==> src/i2c_status_map.svh <==
// Register offsets, field positions and reset values of the control and status block
`ifndef I2C_STATUS_MAP_SVH
`define I2C_STATUS_MAP_SVH

`define OFS_CLR_RX_OVER   32'hB000_2848
`define OFS_CLR_TX_OVER   32'hB000_284C
`define OFS_CLR_RD_REQ    32'hB000_2850
`define OFS_CLR_TX_ABORT  32'hB000_2854
`define OFS_CLR_TX_DONE   32'hB000_2858
`define OFS_CLR_BUSY      32'hB000_285C
`define OFS_CLR_STOP      32'hB000_2860
`define OFS_CLR_START     32'hB000_2864
`define OFS_CLR_GENERAL_CALL_FLAG  32'hB000_2868
`define OFS_ENABLE        32'hB000_286C
`define OFS_STATUS        32'hB000_2870
`define OFS_RAW_STATUS    32'hB000_2878
`define OFS_ABORT_CAUSE   32'hB000_2880

`define BIT_RX_OVER       4'h1
`define BIT_TX_OVER       4'h3
`define BIT_RD_REQ        4'h5
`define BIT_TX_ABORT      4'h6
`define BIT_TX_DONE       4'h7
`define BIT_BUSY          4'h8
`define BIT_STOP          4'h9
`define BIT_START         4'hA
`define BIT_GENERAL_CALL_FLAG      4'hB

`define EN_BIT_ON         1'h0
`define EN_BIT_ABORT      1'h1
`define CAUSE_BIT_SBYTE   5'h09

`define RST_ENABLE        2'h0
`define RST_STATUS        7'h06
`define RST_RAW           12'h000
`define RST_CAUSE         17'h0_0000

`define EN_DELAY_CYCLES   2

`endif

==> src/i2c_status_pkg.sv <==
// Types shared by the control and status block
package i2c_status_pkg;

  typedef struct packed {
    logic [31:0] addr;
    logic [31:0] wdata;
    logic        wr;
    logic        rd;
  } bus_req_t;

  typedef struct packed {
    logic tx_full;
    logic tx_empty;
    logic rx_full;
    logic rx_nonempty;
  } fifo_state_t;

  typedef struct packed {
    logic        scl_m;
    logic        scl_s;
    logic        scl_p;
    logic        en;
    logic        abort;
    logic [1:0]  on_pipe;
    logic [11:0] raw;
    logic [16:0] cause;
    logic        tx_flush;
    logic        rx_flush;
    logic        stop_after;
    logic        nack_last;
    logic [31:0] rdata;
  } state_t;

endpackage : i2c_status_pkg

==> src/i2c_ctrl_status.sv <==
// Enable, read-to-clear and status registers of the two-wire bus controller
//
// The strobed register port was decided locally.
`timescale 1ns/1ps
`include "i2c_status_map.svh"

// What this block does
// - Reading clear register drops receive overflow flag
// - Reading clear register drops transmit overflow flag
// - Reading clear register drops read request flag
// - Abort clear read drops flag and cause
// - Abort clear read releases held transmit flush
// - Reading clear register drops transmit done flag
// - Activity clear read returns flag, clears if idle
// - Activity flag self-clears when disabled and idle
// - Reading clear register drops stop seen flag
// - Reading clear register drops start seen flag
// - Reading clear register drops general call flag
// - Abort bit settable only when enabled
// - Abort ends transfer, flushes, flags, self-clears
// - Disabled controller flushes and holds both queues
// - Flags stay until state machines idle
// - Disable while sending finishes transfer, discards rest
// - Disable while receiving stops, no acknowledge
// - Enable change takes effect two cycles later
// - Disabled status shows empty transmit, empty receive
// - Disabled idle machines read inactive
// - Activity bits follow state machines, bit0 ORs
// - Status queue bits track queues, no interrupt
// - Start-byte cause bit reasserts after one cycle while sbyte_cond holds
module i2c_ctrl_status
(
  input  wire logic                       clock,
  input  wire logic                       rst_b,
  input  wire logic                       clk_en,
  input  wire logic [31:0]                addr,
  input  wire logic [31:0]                wdata,
  input  wire logic                       wr,
  input  wire logic                       rd,
  output logic [31:0]                     rdata,
  input  wire logic                       scl_in,
  input  wire logic [11:0]                event_set,
  input  wire logic [16:0]                cause_set,
  input  wire logic                       sbyte_cond,
  input  wire logic                       abort_done,
  input  wire logic                       master_fsm_busy,
  input  wire logic                       slave_fsm_busy,
  input  wire logic                       receiving,
  input  wire i2c_status_pkg::fifo_state_t fifo,
  output logic                            controller_on_level,
  output logic                            abort_request,
  output logic                            tx_flush,
  output logic                            rx_flush,
  output logic                            stop_after_transfer,
  output logic                            nack_last_byte,
  output logic [11:0]                     raw_interrupt_status,
  output logic [16:0]                     abort_cause_register
);
  import i2c_status_pkg::*;

  logic     rst_m_b;
  logic     rst_s_b;
  state_t   s_q;
  state_t   s_d;
  bus_req_t req;
  logic     busy;
  logic     scl_fall;
  logic     abort_clr;
  logic [11:0] clr_mask;
  logic [11:0] ev_all;

  // Clear mask for a read at the given address
  function automatic logic [11:0] clear_of(input logic [31:0] a, input logic act);
    logic [11:0] m;
    m = 12'h000;
    case (a)
      `OFS_CLR_RX_OVER:  m[`BIT_RX_OVER] = 1'b1;
      `OFS_CLR_TX_OVER:  m[`BIT_TX_OVER] = 1'b1;
      `OFS_CLR_RD_REQ:   m[`BIT_RD_REQ] = 1'b1;
      `OFS_CLR_TX_ABORT: m[`BIT_TX_ABORT] = 1'b1;
      `OFS_CLR_TX_DONE:  m[`BIT_TX_DONE] = 1'b1;
      `OFS_CLR_BUSY:     m[`BIT_BUSY] = ~act;
      `OFS_CLR_STOP:     m[`BIT_STOP] = 1'b1;
      `OFS_CLR_START:    m[`BIT_START] = 1'b1;
      `OFS_CLR_GENERAL_CALL_FLAG: m[`BIT_GENERAL_CALL_FLAG] = 1'b1;
      default:           m = 12'h000;
    endcase
    return m;
  endfunction : clear_of

  // Status word from enable, queue state and machine activity
  function automatic logic [31:0] status_of(input logic on, input fifo_state_t f,
                                            input logic mst, input logic slv);
    logic [31:0] v;
    v = 32'h0000_0000;
    v[6] = slv;
    v[5] = mst;
    v[4] = on & f.rx_full;
    v[3] = on & f.rx_nonempty;
    v[2] = ~on | f.tx_empty;
    v[1] = ~on | ~f.tx_full;
    v[0] = slv | mst;
    return v;
  endfunction : status_of

  always_ff @(posedge clock or negedge rst_b)
  begin
    if (!rst_b)
    begin
      rst_m_b <= 1'b0;
      rst_s_b <= 1'b0;
    end
    else
    begin
      rst_m_b <= 1'b1;
      rst_s_b <= rst_m_b;
    end
  end

  assign req.addr = addr;
  assign req.wdata = wdata;
  assign req.wr = wr;
  assign req.rd = rd;
  assign busy = master_fsm_busy | slave_fsm_busy;
  assign scl_fall = s_q.scl_p & ~s_q.scl_s;

  always_comb
  begin
    s_d = s_q;
    s_d.scl_m = scl_in;
    s_d.scl_s = s_q.scl_m;
    s_d.scl_p = s_q.scl_s;
    clr_mask = 12'h000;
    abort_clr = 1'b0;
    ev_all = event_set;
    if (req.rd)
    begin
      clr_mask = clear_of(req.addr, busy);
      abort_clr = (req.addr == `OFS_CLR_TX_ABORT);
    end
    if (req.wr && req.addr == `OFS_ENABLE)
    begin
      s_d.en = req.wdata[`EN_BIT_ON];
      if (req.wdata[`EN_BIT_ABORT] && s_q.en)
        s_d.abort = 1'b1;
    end
    // abort finished by master, flag raised
    if (abort_done && s_q.abort)
    begin
      s_d.abort = 1'b0;
      ev_all[`BIT_TX_ABORT] = 1'b1;
    end
    if (|cause_set)
      ev_all[`BIT_TX_ABORT] = 1'b1;
    ev_all[`BIT_BUSY] = event_set[`BIT_BUSY] | busy | (scl_fall & s_q.on_pipe[1]);
    s_d.on_pipe = {s_q.on_pipe[0], s_q.en};
    s_d.raw = (s_q.raw & ~clr_mask) | ev_all;
    // hardware clear when off and idle
    if (!s_q.on_pipe[1] && !busy)
      s_d.raw = `RST_RAW;
    // abort cause cleared with the flag
    s_d.cause = (s_q.cause & ~{17{abort_clr}}) | cause_set;
    // start-byte cause drops for one cycle only while sbyte_cond stays high
    if (abort_clr)
      s_d.cause[`CAUSE_BIT_SBYTE] = 1'b0;
    else
      s_d.cause[`CAUSE_BIT_SBYTE] = s_q.cause[`CAUSE_BIT_SBYTE] | sbyte_cond
                                    | cause_set[`CAUSE_BIT_SBYTE];
    // transmit flush held until abort clear
    s_d.tx_flush = ~s_d.on_pipe[1] | s_d.raw[`BIT_TX_ABORT];
    s_d.rx_flush = ~s_d.on_pipe[1];
    s_d.stop_after = ~s_d.on_pipe[1] & busy & ~receiving;
    s_d.nack_last = ~s_d.on_pipe[1] & busy & receiving;
    s_d.rdata = 32'h0000_0000;
    if (req.rd)
    begin
      case (req.addr)
        `OFS_CLR_BUSY:    s_d.rdata[0] = s_q.raw[`BIT_BUSY];
        `OFS_ENABLE:      s_d.rdata[1:0] = {s_q.abort, s_q.en};
        `OFS_STATUS:      s_d.rdata = status_of(s_q.en, fifo, master_fsm_busy,
                                                slave_fsm_busy);
        `OFS_RAW_STATUS:  s_d.rdata[11:0] = s_q.raw;
        `OFS_ABORT_CAUSE: s_d.rdata[16:0] = s_q.cause;
        default:          s_d.rdata = 32'h0000_0000;
      endcase
    end
  end

  always_ff @(posedge clock or negedge rst_s_b)
  begin
    if (!rst_s_b)
    begin
      s_q <= '0;
      s_q.tx_flush <= 1'b1;
      s_q.rx_flush <= 1'b1;
    end
    else if (clk_en)
    begin
      s_q <= s_d;
    end
  end

  assign rdata = s_q.rdata;
  assign controller_on_level = s_q.on_pipe[1];
  assign abort_request = s_q.abort;
  assign tx_flush = s_q.tx_flush;
  assign rx_flush = s_q.rx_flush;
  assign stop_after_transfer = s_q.stop_after;
  assign nack_last_byte = s_q.nack_last;
  assign raw_interrupt_status = s_q.raw;
  assign abort_cause_register = s_q.cause;
endmodule : i2c_ctrl_status

==> config.mk <==
export PLATFORM = sky130hd
export DESIGN_NAME = i2c_ctrl_status
export DESIGN_NICKNAME = d
export VERILOG_FILES = /design/src/i2c_status_pkg.sv /design/src/i2c_ctrl_status.sv
export VERILOG_INCLUDE_DIRS = /design/src
export SDC_FILE = /design/constraint.sdc
export NUM_CORES = 1
export LEC_CHECK = 0
export ABC_AREA = 0
export BUFFER_PORTS_ARGS = -buffer_cell sky130_fd_sc_hd__clkbuf_2
export CORE_MARGIN = 2
export CORE_UTILIZATION = 46
export CTS_CLUSTER_SIZE = 14
export DETAILED_ROUTE_END_ITERATION = 16
export GPL_TIMING_DRIVEN = 0
export HOLD_SLACK_MARGIN = 0.12
export PLACE_DENSITY = 0.81
export RECOVER_POWER = 100
export SYNTH_ARGS = -nofsm -noshare
export SYNTH_HDL_FRONTEND = slang
export SYNTH_SLANG_ARGS = --single-unit
==> constraint.sdc <==
create_clock -name clock -period 2.4 [get_ports clock]
set_clock_uncertainty 0.1 [all_clocks]
set_input_delay 0.24 -clock clock [delete_from_list [all_inputs] [get_ports clock]]
set_output_delay 0.24 -clock clock [all_outputs]
set_load 0.01 [all_outputs]
==> run_results.csv <==
group,metric,value,unit
yosys,synth-seq-cells,59,
critical_path,end_kind,"register",
yosys,synth_edf_count,0,
global_routing,grt-ovfl-total,0,
layout,syn_to_final_growth,37.0,%
sta,slew_violations,0,
sta,setup-tns-final,0,ns
hold_path,hp-class,"in -> reg",
yosys,ys_warn_count,0,
yosys,synth_top_family_by_area,"compound AO/OA/AOI/OAI gates",
cts,cts_tree,"yes",
critical_path,critPathLaunchType,"input pin",
layout,final_nets,601,
floorplan,die_h,89.3,um
layout,final_cell_mix,"82 x clkbuf_2, 58 x clkbuf_1, 57 x dfrtp_1, 55 x buf_4, 33 x dlygate4sd3_1",
critical_path,path_max_fanout,2,
global_routing,antenna_found_initial,0,
critical_path,path_cells,"dlygate4sd3_1 > clkbuf_2 > nor4_1 > nand3_1 > nor4_1 > a31oi_1 > a211o_1",
yosys,async_flop_share,100,%
yosys,synthAdderAreaFrac,0,%
floorplan,die_w,89.3,um
place,gp_congestion,0.943,
yosys,yosys.area.top_type,"dfrtp_1",
critical_path,cp_slowest_cell,"dlygate4sd3_1",
critical_path,arrival,2.33,ns
detailed_routing,wirelength,10000,um
job,drv_cap,0,
power_and_ir_drop,switchingPower,605,uW
power_and_ir_drop,power_frac_comb,15.7,%
detailed_routing,ant_nets,0,
cts,clk_latency,0.34,ns
critical_path,cp_common_cell,"nor4_1",
place,port_buffers,128,
yosys,synth_top_area_share,42.6,%
cts,clk_pin_slew,0.06,ns
yosys,synth-xor-area-share,0,%
sta,rsz0062_at_grt,"no",
yosys,synth_flop_cell,"dfrtp_1",
critical_path,critPathKind,"in -> reg",
sta,finalCriticalPeriod,2.18,ns
layout,fillers,659,
sta,hold_viol,0,
critical_path,critical-path-top-delay-family,"simple AND/OR/NAND/NOR gates",
global_routing,grt_start_max_net_pins,38,
yosys,syn_area,0.00335,mm2
yosys,synth_compound_gate_area_share,19.6,%
yosys,syn_area_per_cell,10.9,um2
detailed_routing,wire_per_inst,16.7,um
cts,cts_made_buffers,9,
sta,whs,0.178,ns
floorplan,rows,31,
yosys,synth.distinct_cells,58,
detailed_routing,vias,3161,
sta,tightest_slew,0.920,ns
outcome,status,"finished, final reports clean",
floorplan,initial_core_util,46.9,%
cts,cts_root_buf,"clkbuf_8",
yosys,synthCells,306,
place,hpwl,7480,um
sta,finalSetupViolCount,0,
critical_path,critPathMaxStageDelay,0.53,ns
layout,drive_gt1_share,35.4,%
power_and_ir_drop,vdd_drop_max,0.000247,V
floorplan,fp.coreArea,0.00714,mm2
cts,cts_sinks,59,
power_and_ir_drop,internal_power,1.76,mW
sta,relSlewSlack,38.7,%
floorplan,dieArea,0.00797,mm2
cts,cts_buffer_depth,2,
critical_path,r2r_setup_slack,0.52,ns
critical_path,required,2.56,ns
global_routing,grt_pass1_vias,3105,
critical_path,crit_buf_inv,2,
yosys,synth_mux_area_share,2.02,%
detailed_routing,routed_via_density,5.29,
detailed_routing,initialDrtViolationCount,264,
cts,htree_levels,3,
detailed_routing,dr.pass1.iters,6,
global_routing,grt_util_all_layers,25.6,%
power_and_ir_drop,p_seq_share,46.0,%
yosys,synth-seq-area-share,44.2,%
power_and_ir_drop,p_leak,2.15,nW
power_and_ir_drop,swShare,25.5,%
power_and_ir_drop,power.density,517,mW/mm2
yosys,synth-simple-area-share,18.1,%
cts,cts_resized,0,
sta,min_period_over_period,90.7,%
global_routing,grt_pass1_wl,15100,um
sta,clock.fmax,0.460,GHz
power_and_ir_drop,p_clk_share,38.3,%
floorplan,io_pins,175,
detailed_routing,drc_errors,0,
yosys,synthTopCellsByArea,"dfrtp_1 43%, buf_4 14%, a22o_1 6.3%",
layout,layout_commonest_cell,"clkbuf_2",
==> final timing paths <==
| check | startpoint | endpoint | depth (start not counted) |
|---|---|---|---|
| max | cause_set[13] | tx_flush$_DFFE_PN1P_ | 7 |
| min | sbyte_cond | abort_cause_register[9]$_DFFE_PN0P_ | 4 |
| max reg2reg | abort_request$_DFFE_PN0P_ | tx_flush$_DFFE_PN1P_ | 5 |
| min reg2reg | rst_s_b$_DFF_PN0_ | raw_interrupt_status[5]$_DFFE_PN0P_ | 0 |
| max in group asynchronous | rst_s_b$_DFF_PN0_ | abort_cause_register[13]$_DFFE_PN0P_ | 1 |
| min in group asynchronous | rst_s_b$_DFF_PN0_ | raw_interrupt_status[5]$_DFFE_PN0P_ | 0 |
==> power groups by stage <==
| stage | clock, mW | sequential (mW) | combinational, mW |
|---|---|---|---|
| 3_5_place_dp | 0 | 1.11 | 0.339 |
| 6_report | 0.908 | 1.09 | 0.371 |
| 5_1_grt | 0.969 | 1.09 | 0.408 |
| 4_1_cts | 0.924 | 1.09 | 0.381 |
| 3_3_place_gp | 0 | 1.12 | 0.316 |
| 2_1_floorplan | 0 | 1.10 | 0.180 |
==> per-stage QoR <==
step,instances,utilization [%],power (mW),setup slack (ns),cell area (um2)
6_report,597,64.2,2.37,0.224,4580
4_1_cts,596,66.0,2.39,0.274,4710
3_3_place_gp,547,58.3,1.43,-0.0376,4160
5_1_grt,596,64.2,2.47,0.191,4580
3_5_place_dp,548,58.6,1.45,0.329,4190
2_1_floorplan,320,-,1.28,0.539,3400
==> worst min-delay path, cell delays in order <==
cell	delay (ns)
clkbuf_2	0.07
nor2_1	0.04
nor2_1	0.10
o21a_1	0.12
==> timing repair <==
item | 4_1_cts | 5_1_grt
setup buffers | 0 | 0
hold buffers | 33 | 0
hold endpoints to repair | 33 | 0
==> cells in the mapped netlist (5+ instances only) <==
| master | n |
|---|---|
| nor2_1 | 15 |
| a32o_1 | 6 |
| nor4_1 | 6 |
| a22o_1 | 24 |
| a32oi_1 | 5 |
| buf_4 | 63 |
| nand2_1 | 18 |
| o2bb2ai_1 | 12 |
| mux2_2 | 5 |
| a22oi_1 | 6 |
| a21oi_1 | 6 |
| dfrtp_1 | 57 |
==> registers in the layout, summed over array words and instances (netlist names), 4 cells and up <==
register              flops
rdata                    17
s_d                       4
abort_cause_register     17
raw_interrupt_status     12
==> area by class of cell <==
class | count | area (um2) | share of cell area, %
Multi-Input combinational cell | 185 | 1350 | 29.4
Sequential cell | 59 | 1480 | 32.3
Buffer | 72 | 503 | 11.0
Clock inverter | 2 | 35.0 | 0.764
Inverter | 4 | 15.0 | 0.328
Antenna cell | 1 | 2.50 | 0.0546
Tap cell | 99 | 124 | 2.70
Timing Repair Buffer | 162 | 917 | 20.0
Clock buffer | 13 | 159 | 3.47
==> layer usage <==
metal,vias up,part of all wire (%),global-route usage (%)
li1,1455,-,-
met1,1494,41,32.7
met2,185,48,42.1
met3,27,8.9,5.08
met4,0,2.3,11.4
met5,-,0,0
==> cells by family after synthesis <==
group	after synthesis
simple gates	83
other cells	2
flops	59
buf+inv	76
mux	6
compound gates	80
Note: power is estimated with default switching activity, not from simulation.
